**config.mk**
```make
export PLATFORM = sky130hd
export DESIGN_NAME = sdrive_startup
export DESIGN_NICKNAME = d
export VERILOG_FILES = /design/src/design/sdrive_pkg.sv /design/src/design/sdrive_startup.sv /design/src/design/ack_tx.sv
export VERILOG_INCLUDE_DIRS = /design/src /design/src/design
export SDC_FILE = /design/constraint.sdc
export NUM_CORES = 1
export LEC_CHECK = 0
export BUFFER_PORTS_ARGS = -buffer_cell sky130_fd_sc_hd__buf_2
export CORE_UTILIZATION = 35
export DETAILED_ROUTE_END_ITERATION = 8
export PLACE_DENSITY_LB_ADDON = 0.2
export SYNTH_ARGS = -nofsm -noshare
export SYNTH_HDL_FRONTEND = slang
export SYNTH_SLANG_ARGS = --single-unit
```
**constraint.sdc**
```tcl
create_clock -name clk -period 3.81 [get_ports clk]
set_input_delay 0.1905 -clock clk [delete_from_list [all_inputs] [get_ports clk]]
set_output_delay 0.1905 -clock clk [all_outputs]
set_load 0.005 [all_outputs]
```
**src/design/sdrive_map.svh**
```systemverilog
/*
   Constants of the serial storage start-up and auto-baud block.
   Assumes a 200 MHz core clock and a host that follows the start-up order.
*/
// Function
// [RULE_01] Settle up to 500 ms after any reset.
// [RULE_02] Host ignores transmit line while settling.
// [RULE_03] Host drives receive line high within 100 ms.
// [RULE_04] After 100 ms, any low starts auto-baud.
// [RULE_05] First host byte is auto-baud character 0x55.
// [RULE_06] Commands accepted only after acknowledge sent.
// [RULE_07] Raw byte access uses 32-bit address.
// [RULE_08] Raw sector access: 24-bit number, 512 bytes.
// [RULE_09] File partition first, raw follows, sizes add.
// [RULE_10] File operations need 16-bit allocation format.
// [RULE_11] Configuration image reloads only over serial.
// [RULE_12] Acknowledge byte after lock is 0x06.
// [RULE_13] Frames: eight data bits, no parity, one stop.
// [RULE_14] Lock 300 to 256K baud, every reset.
// [RULE_15] Reset discards lock, returns to settle-detect.
// [RULE_16] Time alternating edges, reject out-of-range periods.
`ifndef SDRIVE_MAP_SVH
`define SDRIVE_MAP_SVH

// Core clock rate in hertz.
`define SD_CLK_HZ 200000000
// Settle and input guard times in milliseconds.
`define SD_SETTLE_MS 500
`define SD_GUARD_MS 100
// Supported baud range.
`define SD_BAUD_MIN 300
`define SD_BAUD_MAX 256000
// Auto-baud and acknowledge byte values.
`define SD_AUTOBAUD_CHAR 8'h55
`define SD_ACK_BYTE 8'h06
// Edges timed after the start fall, and the matching shift.
`define SD_EDGES 4'h8
`define SD_EDGE_SHIFT 3
// Bits in one frame: start, eight data, stop.
`define SD_FRAME_BITS 4'ha
// Data bits per frame and the index of the last one.
`define SD_DATA_BITS 8
`define SD_LAST_BIT 3'h7
// Raw address widths and the sector size as a shift.
`define SD_BYTE_AW 32
`define SD_SECT_AW 24
`define SD_SECT_SHIFT 9
`define SD_LOC_W 34

`endif

```
**src/design/sdrive_pkg.sv**
```systemverilog
/*
   Types of the serial storage start-up and auto-baud block.
   Assumes sdrive_map.svh defines the widths used here.
*/
`include "sdrive_map.svh"

package sdrive_pkg;

   // Link bring-up states.
   typedef enum logic [2:0]
   {
      ST_GUARD = 3'b000,
      ST_ARMED = 3'b001,
      ST_MEASURE = 3'b010,
      ST_STOPWAIT = 3'b011,
      ST_ACK = 3'b100,
      ST_RUN = 3'b101,
      ST_REJECT = 3'b110
   } link_e;

   // Byte receiver states.
   typedef enum logic [1:0]
   {
      RX_IDLE = 2'b00,
      RX_START = 2'b01,
      RX_DATA = 2'b10,
      RX_STOP = 2'b11
   } rx_e;

   // One received command byte with its strobe.
   typedef struct packed
   {
      logic valid;
      logic [7:0] data;
   } cmd_s;

   // A raw access request: byte address or sector number.
   typedef struct packed
   {
      logic is_sector;
      logic [`SD_BYTE_AW-1:0] byte_addr;
      logic [`SD_SECT_AW-1:0] sector;
   } raw_req_s;

endpackage : sdrive_pkg

```
**src/design/sdrive_startup.sv**
```systemverilog
/*
   Start-up, auto-baud and command gate of a serial storage module.
   Assumes rx is an asynchronous pin and rstn covers power-up and the reset pin.
*/
`timescale 1ns/1ps
`include "sdrive_map.svh"

module sdrive_startup #(
   parameter int CW = 24,
   parameter int SETTLE_CYC = `SD_SETTLE_MS * (`SD_CLK_HZ / 1000),
   parameter int GUARD_CYC = `SD_GUARD_MS * (`SD_CLK_HZ / 1000),
   parameter int MAX_PER = `SD_CLK_HZ / `SD_BAUD_MIN,
   parameter int MIN_PER = `SD_CLK_HZ / `SD_BAUD_MAX
) (
   input wire logic clk,
   input wire logic rstn,
   input wire logic rx,
   input wire logic fat16_fmt,
   input wire logic [`SD_SECT_AW-1:0] fat_sectors,
   input wire logic [`SD_SECT_AW-1:0] raw_sectors,
   input wire sdrive_pkg::raw_req_s raw_req,
   output logic tx,
   output logic settle_done,
   output logic link_ready,
   output logic lock_err,
   output logic [CW-1:0] bit_period,
   output sdrive_pkg::cmd_s cmd,
   output logic file_ops_ok,
   output logic cfg_reload_ok,
   output logic [`SD_LOC_W-1:0] raw_loc,
   output logic [`SD_SECT_AW:0] capacity
);

   // Refuses period ranges, counter widths and start-up times that the counters cannot serve.
   if (MIN_PER < 4 || MIN_PER > MAX_PER || (MAX_PER << `SD_EDGE_SHIFT) >= (1 << CW) || GUARD_CYC < 1 ||
      SETTLE_CYC < 1)
   begin : g_param_chk
      $error("sdrive_startup: unsupported parameters");
   end

   // Receive pin synchroniser and previous sample for edge detection.
   logic rx_meta_q, rx_sync_q, rx_prev_q;
   logic fall, edge_seen;

   // Bring-up state.
   sdrive_pkg::link_e st_q, st_d;
   logic [31:0] guard_q, guard_d;   // Cycles since reset, up to the guard time.
   logic [31:0] settle_q, settle_d; // Cycles since reset, up to the settle time.
   logic settle_done_q, settle_done_d;
   logic [CW-1:0] cnt_q, cnt_d;     // General interval counter.
   logic [3:0] edge_q, edge_d;      // Edges seen in the auto-baud character.
   logic [CW-1:0] div_q, div_d;     // Locked bit period in cycles.
   logic [CW-1:0] per_w;            // Measured period at the last timed edge.
   logic per_ok;
   logic ready_q, ready_d;
   logic err_q, err_d;
   logic ack_start_q, ack_start_d;
   logic tx_busy;

   // Byte receiver state.
   sdrive_pkg::rx_e rs_q, rs_d;
   logic [CW-1:0] rcnt_q, rcnt_d;
   logic [2:0] rbit_q, rbit_d;
   logic [7:0] rsh_q, rsh_d;
   sdrive_pkg::cmd_s cmd_q, cmd_d;

   // Raw access and capacity results.
   logic [`SD_LOC_W-1:0] loc_q, loc_d;
   logic [`SD_SECT_AW:0] cap_q, cap_d;
   logic file_ok_q, file_ok_d;
   logic cfg_ok_q, cfg_ok_d;

   // Converts a sector count or number into a byte offset.
   function automatic logic [`SD_LOC_W-1:0] sect_bytes(input logic [`SD_SECT_AW-1:0] s);
      sect_bytes = {{(`SD_LOC_W-`SD_SECT_AW-`SD_SECT_SHIFT){1'b0}}, s, {`SD_SECT_SHIFT{1'b0}}};
   endfunction : sect_bytes

   // Two flops before any logic looks at the pin, then an edge sample.
   always_ff @(posedge clk)
   begin
      if (!rstn)
      begin
         rx_meta_q <= 1'b1;
         rx_sync_q <= 1'b1;
         rx_prev_q <= 1'b1;
      end
      else
      begin
         rx_meta_q <= rx;
         rx_sync_q <= rx_meta_q;
         rx_prev_q <= rx_sync_q;
      end
   end

   assign fall = rx_prev_q & ~rx_sync_q;
   assign edge_seen = rx_prev_q ^ rx_sync_q;
   // Eight edges after the start fall span eight bit times.  see [RULE_16]
   assign per_w = cnt_q >> `SD_EDGE_SHIFT;
   assign per_ok = (per_w >= CW'(MIN_PER)) && (per_w <= CW'(MAX_PER)); // see [RULE_14]

   // Bring-up sequence: guard, arm, time the 0x55 edges, acknowledge, run.
   always_comb
   begin
      st_d = st_q;
      guard_d = guard_q;
      settle_d = settle_q;
      settle_done_d = settle_done_q;
      cnt_d = cnt_q;
      edge_d = edge_q;
      div_d = div_q;
      ready_d = ready_q;
      err_d = 1'b0;
      ack_start_d = 1'b0;
      // The settle flag tells the host side when talking is allowed.  see [RULE_01]
      if (!settle_done_q)
      begin
         if (settle_q == 32'(SETTLE_CYC - 1)) settle_done_d = 1'b1;
         else settle_d = settle_q + 32'h1;
      end
      unique case (st_q)
         sdrive_pkg::ST_GUARD:
         begin
            // The pin is ignored until the guard time ends.  see [RULE_04]
            if (guard_q == 32'(GUARD_CYC - 1)) st_d = sdrive_pkg::ST_ARMED;
            else guard_d = guard_q + 32'h1;
         end
         sdrive_pkg::ST_ARMED:
         begin
            // Any low level now counts as the auto-baud start bit.  see [RULE_04]
            if (!rx_sync_q)
            begin
               cnt_d = CW'(1);
               edge_d = 4'h0;
               st_d = sdrive_pkg::ST_MEASURE;
            end
         end
         sdrive_pkg::ST_MEASURE:
         begin
            cnt_d = cnt_q + 1'b1;
            if (edge_seen)
            begin
               edge_d = edge_q + 4'h1;
               if (edge_q == `SD_EDGES - 4'h1)
               begin
                  cnt_d = '0;
                  if (per_ok)
                  begin
                     div_d = per_w;
                     st_d = sdrive_pkg::ST_STOPWAIT;
                  end
                  else
                  begin
                     err_d = 1'b1; // see [RULE_16]
                     st_d = sdrive_pkg::ST_REJECT;
                  end
               end
            end
            else if (cnt_q >= CW'(MAX_PER << `SD_EDGE_SHIFT))
            begin
               // No eighth edge within eight slowest bit times of the start fall aborts the lock.  see [RULE_16]
               err_d = 1'b1;
               cnt_d = '0;
               st_d = sdrive_pkg::ST_REJECT;
            end
         end
         sdrive_pkg::ST_STOPWAIT:
         begin
            // Let the last data bit and the stop bit pass before answering.
            cnt_d = cnt_q + 1'b1;
            if (cnt_q == {div_q[CW-2:0], 1'b0})
            begin
               ack_start_d = 1'b1; // see [RULE_12]
               st_d = sdrive_pkg::ST_ACK;
            end
         end
         sdrive_pkg::ST_ACK:
         begin
            // Commands open only once the acknowledge has left.  see [RULE_06]
            if (!ack_start_q && !tx_busy)
            begin
               ready_d = 1'b1;
               st_d = sdrive_pkg::ST_RUN;
            end
         end
         sdrive_pkg::ST_RUN:
         begin
            ready_d = 1'b1;
         end
         sdrive_pkg::ST_REJECT:
         begin
            // Re-arm only after one slowest bit time of idle line.
            cnt_d = rx_sync_q ? cnt_q + 1'b1 : '0;
            if (cnt_q == CW'(MAX_PER)) st_d = sdrive_pkg::ST_ARMED;
         end
         default:
         begin
            st_d = sdrive_pkg::ST_GUARD;
         end
      endcase
   end

   // Registers the bring-up state; reset drops any previous lock.
   always_ff @(posedge clk)
   begin
      if (!rstn)
      begin
         st_q <= sdrive_pkg::ST_GUARD; // see [RULE_15]
         guard_q <= 32'h0;
         settle_q <= 32'h0;
         settle_done_q <= 1'b0;
         cnt_q <= '0;
         edge_q <= 4'h0;
         div_q <= '0; // see [RULE_14]
         ready_q <= 1'b0;
         err_q <= 1'b0;
         ack_start_q <= 1'b0;
      end
      else
      begin
         st_q <= st_d;
         guard_q <= guard_d;
         settle_q <= settle_d;
         settle_done_q <= settle_done_d;
         cnt_q <= cnt_d;
         edge_q <= edge_d;
         div_q <= div_d;
         ready_q <= ready_d;
         err_q <= err_d;
         ack_start_q <= ack_start_d;
      end
   end

   // Acknowledge transmitter running at the locked period.
   ack_tx #(.CW(CW)) u_ack_tx (
      .clk(clk),
      .rstn(rstn),
      .start(ack_start_q),
      .data(`SD_ACK_BYTE),
      .div(div_q),
      .tx(tx),
      .busy(tx_busy)
   );

   // Receives 8N1 command bytes once the link is ready; earlier bytes are dropped.
   always_comb
   begin
      rs_d = rs_q;
      rcnt_d = rcnt_q;
      rbit_d = rbit_q;
      rsh_d = rsh_q;
      cmd_d = '0;
      cmd_d.data = cmd_q.data;
      unique case (rs_q)
         sdrive_pkg::RX_IDLE:
         begin
            if (ready_q && fall) // see [RULE_15]
            begin
               rcnt_d = div_q >> 1;
               rs_d = sdrive_pkg::RX_START;
            end
         end
         sdrive_pkg::RX_START:
         begin
            if (rcnt_q != '0) rcnt_d = rcnt_q - 1'b1;
            else if (rx_sync_q) rs_d = sdrive_pkg::RX_IDLE;
            else
            begin
               rcnt_d = div_q - 1'b1;
               rbit_d = 3'h0;
               rs_d = sdrive_pkg::RX_DATA;
            end
         end
         sdrive_pkg::RX_DATA:
         begin
            if (rcnt_q != '0) rcnt_d = rcnt_q - 1'b1;
            else
            begin
               rsh_d = {rx_sync_q, rsh_q[7:1]};
               rcnt_d = div_q - 1'b1;
               rbit_d = rbit_q + 3'h1;
               if (rbit_q == `SD_LAST_BIT) rs_d = sdrive_pkg::RX_STOP;
            end
         end
         sdrive_pkg::RX_STOP:
         begin
            if (rcnt_q != '0) rcnt_d = rcnt_q - 1'b1;
            else
            begin
               // One stop bit, no parity; a low stop bit drops the byte.  see [RULE_13]
               if (rx_sync_q)
               begin
                  cmd_d.valid = 1'b1; // see [RULE_06]
                  cmd_d.data = rsh_q;
               end
               rs_d = sdrive_pkg::RX_IDLE;
            end
         end
      endcase
   end

   // Registers the receiver state.
   always_ff @(posedge clk)
   begin
      if (!rstn)
      begin
         rs_q <= sdrive_pkg::RX_IDLE;
         rcnt_q <= '0;
         rbit_q <= 3'h0;
         rsh_q <= 8'h00;
         cmd_q <= '0;
      end
      else
      begin
         rs_q <= rs_d;
         rcnt_q <= rcnt_d;
         rbit_q <= rbit_d;
         rsh_q <= rsh_d;
         cmd_q <= cmd_d;
      end
   end

   // Raw location, capacity and access permissions.
   always_comb
   begin
      // Raw space sits after the file partition.  see [RULE_09]
      loc_d = sect_bytes(fat_sectors);
      if (raw_req.is_sector) loc_d = loc_d + sect_bytes(raw_req.sector); // see [RULE_08]
      else loc_d = loc_d + {{(`SD_LOC_W-`SD_BYTE_AW){1'b0}}, raw_req.byte_addr}; // see [RULE_07]
      cap_d = {1'b0, fat_sectors} + {1'b0, raw_sectors}; // see [RULE_09]
      file_ok_d = ready_q & fat16_fmt; // see [RULE_10]
      cfg_ok_d = ready_q; // see [RULE_11]
   end

   // Registers the raw access results.
   always_ff @(posedge clk)
   begin
      if (!rstn)
      begin
         loc_q <= '0;
         cap_q <= '0;
         file_ok_q <= 1'b0;
         cfg_ok_q <= 1'b0;
      end
      else
      begin
         loc_q <= loc_d;
         cap_q <= cap_d;
         file_ok_q <= file_ok_d;
         cfg_ok_q <= cfg_ok_d;
      end
   end

   assign settle_done = settle_done_q;
   assign link_ready = ready_q;
   assign lock_err = err_q;
   assign bit_period = div_q;
   assign cmd = cmd_q;
   assign file_ops_ok = file_ok_q;
   assign cfg_reload_ok = cfg_ok_q;
   assign raw_loc = loc_q;
   assign capacity = cap_q;
endmodule : sdrive_startup

```
**src/design/ack_tx.sv**
```systemverilog
/*
   Serial transmitter for one 8N1 byte at a given bit period.
   Assumes div is stable while busy and at least 2.
*/
`timescale 1ns/1ps
`include "sdrive_map.svh"

module ack_tx #(
   parameter int CW = 24
) (
   input wire logic clk,
   input wire logic rstn,
   input wire logic start,
   input wire logic [7:0] data,
   input wire logic [CW-1:0] div,
   output logic tx,
   output logic busy
);

   // Refuses a counter too narrow for the shortest useful period.
   if (CW < 10)
   begin : g_cw_chk
      $error("ack_tx: counter too narrow");
   end

   logic [9:0] sh_q, sh_d;     // Remaining frame bits, LSB goes out next.
   logic [3:0] left_q, left_d; // Bits still to send.
   logic [CW-1:0] cnt_q, cnt_d; // Cycles left in the current bit.
   logic tx_q, tx_d;
   logic busy_q, busy_d;

   // Loads a frame on start and shifts one bit per period.
   always_comb
   begin
      sh_d = sh_q;
      left_d = left_q;
      cnt_d = cnt_q;
      tx_d = tx_q;
      busy_d = busy_q;
      if (!busy_q)
      begin
         tx_d = 1'b1;
         if (start)
         begin
            // Stop bit, data, start bit: no parity.  see [RULE_13]
            sh_d = {1'b1, data, 1'b0};
            left_d = `SD_FRAME_BITS;
            cnt_d = '0;
            busy_d = 1'b1;
         end
      end
      else if (cnt_q == '0)
      begin
         if (left_q == 4'h0)
         begin
            busy_d = 1'b0;
            tx_d = 1'b1;
         end
         else
         begin
            tx_d = sh_q[0];
            sh_d = {1'b1, sh_q[9:1]};
            left_d = left_q - 4'h1;
            cnt_d = div - 1'b1;
         end
      end
      else
      begin
         cnt_d = cnt_q - 1'b1;
      end
   end

   // Registers the transmitter state.
   always_ff @(posedge clk)
   begin
      if (!rstn)
      begin
         sh_q <= 10'h3ff;
         left_q <= 4'h0;
         cnt_q <= '0;
         tx_q <= 1'b1;
         busy_q <= 1'b0;
      end
      else
      begin
         sh_q <= sh_d;
         left_q <= left_d;
         cnt_q <= cnt_d;
         tx_q <= tx_d;
         busy_q <= busy_d;
      end
   end

   assign tx = tx_q;
   assign busy = busy_q;
endmodule : ack_tx

```
* Word-level counts from Yosys, hierarchy flattened
Index checks and enable logic that the tools add are counted.
W data, S select, Z words.
** Word-level totals
- Flip-flop bits (word level) :: 270
- Input bits :: 109
- Output and inout bits :: 98
- Word-level logic and storage cells :: 185
** Operators by class
- Add/subtract/negate cells :: 12
- $lt $le $gt $ge :: 3
- Equality and inequality tests :: 34
- Multiplexer cells :: 64
- Bitwise gates (word level) :: 11
- Reduce and logical (&&, ||, !) cells :: 33
** Operator list (number)
- $mux W24 :: 14
- $pmux W24 S4 :: 2
- $add A32 B1 Y32 const B :: 2
- $sub A24 B1 Y24 const B :: 2
- $mux W10 :: 4
- $mux W3 :: 12
- $add A33 B32 Y34 :: 1
- $add A33 B33 Y34 :: 1
- $mux W34 :: 1
- $eq A32 B25 Y1 const B :: 1
- $eq A32 B27 Y1 const B :: 1
- $ne A2 B2 Y1 const B :: 15
- $add A24 B24 Y25 :: 1
- $add A24 B1 Y24 const B :: 1
- $eq A24 B20 Y1 const B :: 1
- $eq A24 B22 Y1 :: 1
- $ge A24 B23 Y1 const B :: 1
- $logic_not A24 Y1 :: 1
- $mux W4 :: 6
- $reduce_bool A24 Y1 :: 1
- $sub A21 B1 Y22 const B :: 1
- $ge A21 B10 Y1 const B :: 1
- $le A21 B20 Y1 const B :: 1
- $pmux W3 S7 :: 1
- other kinds (33) :: 84

* Longest topological paths before layout
Gate-level depths: netlist of the first run.
- Depth in word-level cells :: 6
- Depth in mapped cells :: 12
- Depth with buffers taken out :: 10

* By module
A second synthesis of the first run with hierarchy kept.
** Unflattened totals
- Cells, all modules :: 1972
- Area, all modules :: 16099.2 sq um
** Modules (own cells, without submodules)
- sdrive_startup :: times used 1, cells an instance 1648, area each 13565.5 sq um, seq. area each 4604.4 sq um
- ack_tx :: times used 1, cells an instance 324, area each 2533.7 sq um, seq. area each 780.7 sq um

* Least setup slack after synthesis of the first run
No wires, ideal clock.
- Path kind :: in2reg
- Start :: input raw_req[56] in the netlist's numbering
- End :: register loc_q[29], in the netlist raw_loc[29]
- Library setup time :: 0.134 ns
- Arrival :: 3.274 ns
- Required time :: 3.676 ns
- Path slack :: 0.401 ns
- Cell stages on the path :: 12
- Buffers on the path :: 2
- Cells stage by stage :: clkbuf_1 > buf_1 > mux2_2 > ha_1 > fa_1 > a211oi_1 > o21ai_0 > a31o_2 > a21o_1 > a311o_1 > a211oi_1 > nor4_1
** On the way
- Word-level cells in the longest chain between the ends :: 1
** Ends and longest elaborated chain
- start, declared :: line sdrive_startup.sv:21 : input wire sdrive_pkg::raw_req_s raw_req,
- $mux W34 :: line sdrive_startup.sv:327 : if (raw_req.is_sector) loc_d = loc_d + sect_bytes(raw_req.sector);
- end signal, assigned :: line sdrive_startup.sv:346 : loc_q <= loc_d;
- end, declared :: line sdrive_startup.sv:68 : logic [`SD_LOC_W-1:0] loc_q, loc_d;
No other way between the ends.
A chain may end at the register's enable or synchronous reset.

* Worst setup path after layout of the first run
- Start :: register u_ack_tx.cnt_q[0]
- End :: register u_ack_tx.sh_q[0]
** On the way
- Word-level cells in the longest chain between the ends :: 3
** Ends and longest elaborated chain
- start, declared :: line ack_tx.sv:28 : logic [CW-1:0] cnt_q, cnt_d;
- start signal, assigned :: line ack_tx.sv:88 : cnt_q <= cnt_d;
- $logic_not A24 Y1 :: line ack_tx.sv:52 : else if (cnt_q == '0)
- $ne A2 B2 Y1 (no line)
- $reduce_and A3 Y1 (no line)
- end signal, assigned :: line ack_tx.sv:78 : sh_q <= 10'h3ff;
- end signal, assigned :: line ack_tx.sv:86 : sh_q <= sh_d;
- end, declared :: line ack_tx.sv:26 : logic [9:0] sh_q, sh_d;
No other way between the ends.

==> metrics.yaml, run 1 <==
outcome:
  status: "complete, no violations"
sta:
  hold_viol_final: 0
  min_period_over_period_pct: 81.9
  relSlewSlack_pct: 35.4
  finalSetupTns_ps: 0
  worstMarginPinSlew_ps: 968
  timing.fmax_mhz: 321
  slew_violations: 0
  final.setup_skew_ps: 27.4
  min_period_ps: 3120
  rsz0062_at_grt: "false"
  finalSetupViolations: 0
floorplan:
  dieWidth_um: 213
  die-area_um2: 45200
  core_area_um2: 43400
  rows: 76
  die_h_um: 213
  ios: 207
  start_util_pct: 35.8
synth:
  syn_inst: 1921
  yosysTopAreaCell: "dfxtp_1"
  syn_avg_cell_area_um2: 8.08
  synth_flop_cell: "dfxtp_1"
  yosys_warnings: 0
  yosysUniqueCellTypes: 94
  syn_area_um2: 15500
  yosys-top-cells-area: "dfxtp_1 (35%), ha_1 (5.4%), nand2_1 (4.6%)"
  synth_top_area_share_pct: 34.7
  synth_edf_count: 0
  ys_seq_area_share_pct: 34.7
  synth-seq-cells: 269
  async_flop_share_pct: 0
grt:
  antenna_found_initial: 1
  grt_pass1_vias: 13861
  grt_max_degree: 79
  grt_usage_pct: 19.6
  gr-total-overflow: 0
  grt_pass1_wl_um: 71500
finish:
  area_delta_synth_final_pct: 17.4
  nFillCells: 4464
  fin_nets: 2261
  fin_util_pct: 42.0
  layout-drive-gt1-share_pct: 16.0
  antennaDiodeCount: 0
clock_tree:
  cts.clk_slew.worst_paths_ps: 60
  h-tree-depth: 2
  clock_sinks: 269
  clk_latency_ps: 550
  cts_tree: "done"
  ctsResizeCount: 0
  cts_buffers: 35
  cts-root-buf: "clkbuf_16"
  post-cts-setup-buffers: 0
  cts_buffer_depth: 3
placement:
  hpwl_um: 31700
  gp_congestion: 0.924
  port_buffers: 203
power:
  cellPowerDensity_nw_per_um2: 409
  finalPower_uw: 7450
  ir_worst_vdd_uv: 265
  p_leak_uw: 0.00747
critical_path:
  cp-start-kind: "register"
  path_cells: "inv_1 -> ha_1 -> or3b_1 -> and4bb_1 -> nand3_1 -> a21oi_2 -> buf_4 -> nand3_1 -> nand3_1"
  rrSetupSlack_ps: 690
  slowest_delay_ps: 730
  crit_family: "simple AND/OR/NAND/NOR gates"
  worstReg2RegEnd: "u_ack_tx.sh_q[0]"
  rr_worst_depth: 9
  r2r_start: "u_ack_tx.cnt_q[0]"
  path_class: "register to register"
  critical_path_required_ps: 4290
  crit_fanout: 17
  cp_data_arrival_time_ps: 3600
  cpMostUsedCell: "nand3_1"
  cp_num_cells: 9
  critPathSlowestCell: "a21oi_2"
  end_kind: "register"
  cp_num_buf_inv: 2
routing:
  wl_met2_um: 20500
  met3_length_um: 2330
  postRouteAntennaNets: 0
  dr_total_vias: 14466
  drtIter0Drc: 946
  routed_via_density: 5.37
  drc: 0
  dr.pass1.iters: 5
  maxUsedRoutingLayer: "met5"
  wirelength_um: 44700
  met1Wirelength_um: 20600
  wl_per_cell_um: 16.6
hold_path:
  min_to: "capacity[1]"
  worstHoldPathType: "primary input to register"
  hold_depth: 4
  hold_start: "raw_sectors[1]"
flow_run:
  max-cap-violations: 0
[stage by stage]
step | hold WS [ps] | cells | setup WS (ps) | cell area (um2)
6_report | 61.3 | 2693 | 691 | 18200
2_1_floorplan | 292 | 1923 | 401 | 15500
5_1_grt | 83.0 | 2693 | 391 | 18200
4_1_cts | 35.1 | 2693 | 753 | 18200
3_5_place_dp | 394 | 2618 | 607 | 16900
3_3_place_gp | 393 | 2618 | 622 | 16900
[metal layers]
layer | vias up | GRT usage [%]
met5 | - | 0
met4 | 2 | 7.69
met3 | 76 | 2.95
met2 | 332 | 32.8
met1 | 6820 | 25.3
li1 | 7236 | -
[state kept, by name, indices dropped and copies added, names as in the netlist, 3 cells and up, named ones only]
signal           flops
st_q                 3
u_ack_tx.left_q      4
cmd                  9
guard_q             32
settle_q            32
bit_period          21
u_ack_tx.sh_q        9
u_ack_tx.cnt_q      24
rbit_q               3
cnt_q               24
capacity            25
rsh_q                8
edge_q               4
rcnt_q              24
raw_loc             34
[timing repair]
| item | 4_1_cts | 5_1_grt |
|---|---|---|
| setup endpoints to repair | 0 | 0 |
| hold buffers | 13 | 0 |
| endpoints found under the hold margin | 13 | 0 |
[cell families after synthesis]
logic type | share of synthesized area (%)
XOR/XNOR | 8.01
AO/OA/AOI/OAI | 18.3
buffers and inverters | 4.14
AND/OR/NAND/NOR | 26.7
multiplexers | 2.52
adder cells (fa/ha/maj) | 5.66
other | 0.0242
flip-flops | 34.7
[power breakdown]
part / leakage (uW) / switching, uW / internal, uW
registers: 0.00218 / 50.7 / 2910
logic: 0.00472 / 684 / 480
clock network: 0.000561 / 1310 / 2010
total: 0.00747 / 2040 / 5410
[Yosys cell counts, types with 5 or more instances]
cell type / instances
dfxtp_1: 269
nand2_1: 190
nor2_1: 183
a21oi_1: 106
nand3_1: 103
o21ai_0: 79
xor2_1: 79
clkbuf_1: 70
o21ai_1: 69
ha_1: 67
xnor2_1: 63
nor3_1: 61
and2_1: 36
inv_1: 34
buf_2: 28
nand4_1: 27
and3_1: 26
or3_1: 26
mux2_2: 25
nor4_1: 25
o31ai_1: 24
a21o_1: 21
nand2b_1: 21
nor2b_1: 17
a31oi_1: 16
and4_1: 16
a211oi_1: 15
or4_1: 15
o22ai_1: 14
o211ai_1: 13
mux2i_1: 11
a22oi_1: 9
buf_4: 9
buf_1: 8
nor3b_1: 8
nor4b_1: 8
o221ai_1: 8
o21a_1: 7
nand3b_1: 6
a31o_2: 5
nand4b_1: 5
or2_2: 5
[layout by cell type (no fill, tap or decap), types with 33 or more instances in the layout]
| cell | Yosys | layout |
|---|---|---|
| dfxtp_1 | 269 | 269 |
| buf_2 | 28 | 202 |
| ha_1 | 67 | 67 |
| nand2_1 | 190 | 190 |
| nor3_1 | 61 | 61 |
| xnor2_1 | 63 | 63 |
| nor2_1 | 183 | 183 |
| xor2_1 | 79 | 79 |
| inv_1 | 34 | 33 |
| o21ai_0 | 79 | 79 |
| and2_1 | 36 | 36 |
| clkbuf_16 | 0 | 36 |
| o21ai_1 | 69 | 69 |
| a21oi_1 | 106 | 106 |
| nand3_1 | 103 | 103 |
[worst max-delay path by stage]
stage | slack, ps | end | startpoint
after detailed placement | 610 | raw_loc[29] | raw_req[56]
after floorplan | 400 | raw_loc[29] | raw_req[56]
after global placement | 620 | raw_loc[29] | raw_req[56]
after CTS | 750 | u_ack_tx.left_q[3] | u_ack_tx.cnt_q[0]
final | 690 | u_ack_tx.sh_q[0] | u_ack_tx.cnt_q[0]
after global routing | 390 | u_ack_tx.left_q[3] | u_ack_tx.cnt_q[0]
[worst reg2reg max path, cell delays in order, from the launching register on]
cell      delay, ps
dfxtp_1         360
inv_1            70
ha_1            170
or3b_1          420
and4bb_1        540
nand3_1         350
a21oi_2         730
buf_4           240
nand3_1          70
nand3_1         100
[layout make-up]
cell class | instances | area, um2 | area share [%]
timing repair buffer | 239 | 1320 | 7.25
inverter | 35 | 134 | 0.735
tap | 585 | 732 | 4.02
clock inverter | 9 | 113 | 0.618
clock buffer | 53 | 1030 | 5.68
sequential | 269 | 5390 | 29.6
multi-input combinational | 1503 | 9500 | 52.1
Note: power is estimated with default switching activity, not from simulation.
==> inputs of run 2 (changes only) <==
- clock period: 3.81 -> 2.9 ns (I/O delays scaled with it)
==> run 2 against run 1 <==
Die area unchanged. Wire length increased by 1.1%. Design area increased by 2.1%. Sequential power increased by 31%. Sequential share of layout area decreased by 0.62 points. Largest power group unchanged.
==> metrics.yaml, run 2 (synthesized netlist as in run 1, its figures left out) <==
finish:
  stdcell_area_um2: 18600  # +2.1%
  layout.cells.most_common: "dfxtp_1"
  multi_input_area_um2: 9510  # +0.13%
  register_area_um2: 5390  # unchanged
  nFillCells: 4450  # -0.31%
  instances_no_fill: 2742  # +1.8%
  fin_nets: 2313  # +2.3%
  largest_reg_flops: 34  # unchanged
  mostFrequentLayoutCells: "dfxtp_1 (269), buf_2 (202), nand2_1 (190), nor2_1 (183), a21oi_1 (106)"
  antennaDiodeCount: 0  # unchanged
  layout-drive-gt1-share_pct: 18.1  # +2.1 points
  area_delta_synth_final_pct: 19.9
hold_path:
  worstHoldPathType: "primary input to register"
  hold_start: "rstn"
  hold_depth: 3  # -1
  min_to: "guard_q[23]"
power:
  ir_worst_vdd_uv: 388  # +46%
  cellPowerDensity_nw_per_um2: 517  # +26%
  p_leak_uw: 0.00772  # +3.4%
routing:
  wl_per_cell_um: 16.5  # -0.68%
  dr_total_vias: 14769  # +2.1%
  postRouteAntennaNets: 0  # unchanged
  drtIter0Drc: 1023  # +8.1%
  wirelength_um: 45200  # +1.1%
  dr.pass1.iters: 5  # unchanged
  routed_via_density: 5.39  # +0.27%
  drc: 0  # unchanged
grt:
  met3_usage_pct: 2.82  # -0.13 points
  antenna_found_initial: 0  # -1
  grt_usage_pct: 20.0  # +0.37 points
  grt_pass1_wl_um: 73100  # +2.2%
  grt_max_degree: 98  # +24%
  met2_usage_pct: 33.2  # +0.46 points
  top_usage_layer: "met2"
  grt_pass1_vias: 14101  # +1.7%
  use_met1_pct: 26.3  # +1.0 points
  gr-total-overflow: 0  # unchanged
sta:
  min_period_over_period_pct: 93.2
  hold_slack_ps: 28.3  # -33.0 ps
  finalSetupViolations: 0  # unchanged
  slew_violations: 0  # unchanged
  worstMarginPinSlew_ps: 840  # -128 ps
  relSlewSlack_pct: 44.0  # +8.6 points
  finalSetupTns_ps: 0  # unchanged
  timing.fmax_mhz: 370
  hold_viol_final: 0  # unchanged
  final.setup_skew_ps: 13.4  # -14.0 ps
  min_period_ps: 2700
  rsz0062_at_grt: "false"
critical_path:
  crit_fanout: 4  # -13
  end_kind: "register"
  cp-start-kind: "primary input"
  cp_data_arrival_time_ps: 3170  # -430 ps
  r2r_start: "u_ack_tx.cnt_q[0]"
  critical_path_required_ps: 3360  # -930 ps
  rrSetupSlack_ps: 210  # -480 ps
  rr_worst_depth: 9  # unchanged
  worstReg2RegEnd: "u_ack_tx.cnt_q[22]"
  path_class: "primary input to register"
clock_tree:
  clock_sinks: 269  # unchanged
  cts_tree: "done"
  clk_latency_ps: 540  # about the same
  cts.clk_slew.worst_paths_ps: 60  # about the same
  cts_buffers: 34  # -2.9%
  cts_buffer_depth: 3  # unchanged
  cts-root-buf: "clkbuf_16"
  h-tree-depth: 2  # unchanged
outcome:
  status: "complete, no violations"
floorplan:
  die-area_um2: 45200  # unchanged
  dieWidth_um: 213  # unchanged
  ios: 207  # unchanged
  start_util_pct: 35.8  # unchanged
  die_h_um: 213  # unchanged
  rows: 76  # unchanged
  core_area_um2: 43400  # unchanged
placement:
  hpwl_um: 32600  # +2.9%
  placedCellCount: 2670  # +2.0%
  port_buffers: 203  # unchanged
  placed_area_um2: 17400  # +2.6%
  gp_congestion: 0.933  # +0.95%
flow_run:
  max-cap-violations: 0  # unchanged
## run 2: final cells by class
| type | count | area share, % |
|---|---|---|
| flip-flops and latches | 269 | 28.9 |
| clock inverters | 7 | 0.202 |
| repair buffers | 292 | 9.45 |
| well taps | 585 | 3.93 |
| clock buffers | 51 | 5.63 |
| inverters | 35 | 0.719 |
| multi-input cells | 1503 | 51.1 |
## run 2: critical path: stages
cell           delay, ps
dlygate4sd3_1        530
buf_2                140
ha_1                 240
inv_1                 80
fa_1                 190
nor2b_1               70
o31ai_1              450
a21oi_1              200
o221ai_1             410
nand2_1              190
a31oi_1              310
mux2i_1              200
## run 2: per-layer routing
metal	wire length [um]	part of all wire (%)
met3	2280	5.0
met1	21100	47
met2	20700	46
met5	0	0
met4	1080	2.4
## run 2: per-stage QoR
| step | utilization [%] | total power (uW) | setup WS, ps |
|---|---|---|---|
| final | 42.9 | 9620 | 196 |
| after floorplan | - | 5010 | 31.8 |
| after detailed placement | 40.1 | 5530 | -89.5 |
| after CTS | 42.9 | 9740 | 222 |
| after global placement | 40.1 | 5510 | -88.5 |
| after global routing | 42.9 | 10100 | 6.43 |
## run 2: how the worst max path moves through the flow
stage                         end               from  cells after the start  slack, ps
6_report             capacity[20]     fat_sectors[0]                     12        200
3_3_place_gp          raw_loc[29]        raw_req[56]                     11        -90
2_1_floorplan         raw_loc[29]        raw_req[56]                     12         30
5_1_grt              capacity[20]     fat_sectors[0]                     12          6
3_5_place_dp          raw_loc[29]        raw_req[56]                     11        -90
4_1_cts        u_ack_tx.cnt_q[22]  u_ack_tx.cnt_q[0]                      9        220
## run 2: repair_timing
item	CTS	global route
hold buffers	14	0
endpoints found under the hold margin	14	0
gates resized for setup	0	1
buffers inserted	0	0
setup endpoints to repair	0	3
## run 2: report_power, final
group	internal [uW]	total (uW)	switching (uW)
Sequential	3830	3890	65.3
Clock	2490	4150	1660
Combinational	673	1580	911
Total	6990	9620	2630
==> inputs of run 3 (changes only) <==
- CORE_UTILIZATION: 35 -> 60
- clock period: 2.9 -> 3.2 ns (I/O delays scaled with it)
==> run 3 against run 2 <==
Non-clock buffer count is 30 lower. Critical path depth is 1 lower. Register-to-register slack improved by 230 ps. Clock-buffer cell count is 10 lower. Die area shrank 41%. Final cell count fell by 11%. Hold slack got worse by 4.5 ps. Sequential share of layout area increased by 1.1 points. Clock skew is 3.9 ps lower. Clock power down 17%. Design area fell by 3.8%. Critical path type unchanged. Critical endpoint is now raw_loc[29].
==> metrics.yaml, run 3 (synthesized netlist as in run 1, its figures left out) <==
hold_path:
  worstHoldPathType: "primary input to register"
routing:
  drc: 0  # unchanged
  postRouteAntennaNets: 0  # unchanged
  dr_total_vias: 14922  # +1.0%
  wl_per_cell_um: 17.1  # +3.4%
  wirelength_um: 41800  # -7.6%
  routed_via_density: 6.09  # +13%
  drtIter0Drc: 1063  # +3.9%
  dr.pass1.iters: 7  # +2
critical_path:
  path_class: "primary input to register"
  cp_data_arrival_time_ps: 3350  # +180 ps
  critical_path_required_ps: 3620  # +260 ps
  crit_fanout: 4  # unchanged
  end_kind: "register"
  cp-start-kind: "primary input"
finish:
  instances_no_fill: 2451  # -11%
  largest_reg_flops: 34  # unchanged
  area_delta_synth_final_pct: 15.4
  layout.cells.most_common: "dfxtp_1"
  nFillCells: 2080  # -53%
  mostFrequentLayoutCells: "dfxtp_1 (269), buf_2 (202), nand2_1 (190), nor2_1 (183), a21oi_1 (106)"
  antennaDiodeCount: 0  # unchanged
  fin_nets: 2278  # -1.5%
  stdcell_area_um2: 17900  # -3.8%
  layout-drive-gt1-share_pct: 16.7  # -1.4 points
floorplan:
  core_area_um2: 25300  # -42%
  start_util_pct: 61.5  # +26 points
  die-area_um2: 26500  # -41%
  dieWidth_um: 163  # -23%
  ios: 207  # unchanged
  die_h_um: 163  # -23%
  rows: 58  # -24%
sta:
  final.setup_skew_ps: 9.47  # -3.92 ps
  finalSetupViolations: 0  # unchanged
  worstMarginPinSlew_ps: 837  # -2.32 ps
  min_period_over_period_pct: 91.6
  slew_violations: 0  # unchanged
  timing.fmax_mhz: 341
  hold_viol_final: 0  # unchanged
  finalSetupTns_ps: 0  # unchanged
  rsz0062_at_grt: "false"
  relSlewSlack_pct: 43.7  # -0.36 points
  min_period_ps: 2930
  setup_ws_ps: 270  # +73.7 ps
outcome:
  status: "complete, no violations"
power:
  finalPower_uw: 8360  # -13%
  ir_worst_vdd_uv: 440  # +13%
  pwr-share-clk_pct: 41.1  # -2.0 points
  switching_share_pct: 26.9  # -0.49 points
  p_comb_share_pct: 16.7  # +0.2 points
  p_int_uw: 6110  # -13%
  cellPowerDensity_nw_per_um2: 467  # -9.8%
  sequentialPowerShare_pct: 42.2  # +1.7 points
  switchingPower_uw: 2250  # -15%
  p_leak_uw: 0.00751  # -2.8%
grt:
  grt_pass1_wl_um: 68200  # -6.7%
  grt_pass1_vias: 14025  # -0.54%
  grt_max_degree: 73  # -26%
  gr-total-overflow: 0  # unchanged
  antenna_found_initial: 0  # unchanged
  grt_usage_pct: 31.1  # +11 points
clock_tree:
  clock_sinks: 269  # unchanged
  cts_buffer_depth: 3  # unchanged
  cts_tree: "done"
  cts_buffers: 29  # -15%
  h-tree-depth: 1  # -1
  post-cts-setup-buffers: 0  # unchanged
  cts.clk_slew.worst_paths_ps: 60  # about the same
  clk_latency_ps: 550  # about the same
  cts-root-buf: "clkbuf_16"
placement:
  place_ws_ps: 81.7  # +171 ps
  gp_congestion: 0.967  # +3.7%
  placed_area_um2: 16800  # -3.4%
  port_buffers: 203  # unchanged
  placedCellCount: 2385  # -11%
  hpwl_um: 29600  # -9.3%
flow_run:
  max-cap-violations: 0  # unchanged
## run 3: stage by stage
step / util (%) / hold WS, ps
finish: 70.9 / 23.8
detailed placement: 66.5 / 349
global route: 70.9 / 45.9
global placement: 66.5 / 350
CTS: 70.9 / 13.9
floorplan: - / 261
## run 3: power groups by stage
stage / sequential [uW] / clock [uW] / combinational (uW)
detailed placement: 3600 / 0 / 1350
finish: 3520 / 3430 / 1400
CTS: 3520 / 3480 / 1370
global route: 3530 / 3610 / 1530
floorplan: 3600 / 0 / 934
global placement: 3600 / 0 / 1310
## run 3: per-layer routing
metal | GRT usage (%) | vias up | share of wire, %
met1 | 38.7 | 6894 | 42
met4 | 13.9 | 0 | 4.2
met5 | 0 | - | 0
met3 | 3.90 | 129 | 6.7
met2 | 53.5 | 623 | 47
li1 | - | 7276 | -
## run 3: path summary, 6_finish.rpt
| path | start | to | slack [ps] | cells past startpoint |
|---|---|---|---|---|
| max | fat_sectors[0] | raw_loc[29] | 270 | 11 |
| min | rstn | u_ack_tx.sh_q[5] | 20 | 2 |
| min reg2reg | rx_meta_q | rx_sync_q | 420 | 1 |
| max reg2reg | rcnt_q[4] | cmd[0] | 440 | 6 |
## run 3: timing repair
action / in CTS / in global routing
hold buffers: 14 / 0
endpoints found under the hold margin: 13 / 0
gates resized for setup: 0 / 0
## run 3: critical path, stage by stage
cell	delay (ps)
dlygate4sd3_1	530
buf_2	140
ha_1	220
fa_1	410
a211oi_1	370
o21ai_0	240
a31o_2	340
a21o_1	250
a311o_1	360
a211oi_1	260
nor4_1	70
## run 3: cell type report
class	instances	area, um2	share of cell area (%)
clock buffer	41	841	4.69
clock inverter	11	140	0.782
inverter	35	134	0.747
multi-input combinational	1503	9500	53.0
sequential	269	5390	30.1
tap	330	413	2.31
timing repair buffer	262	1500	8.35
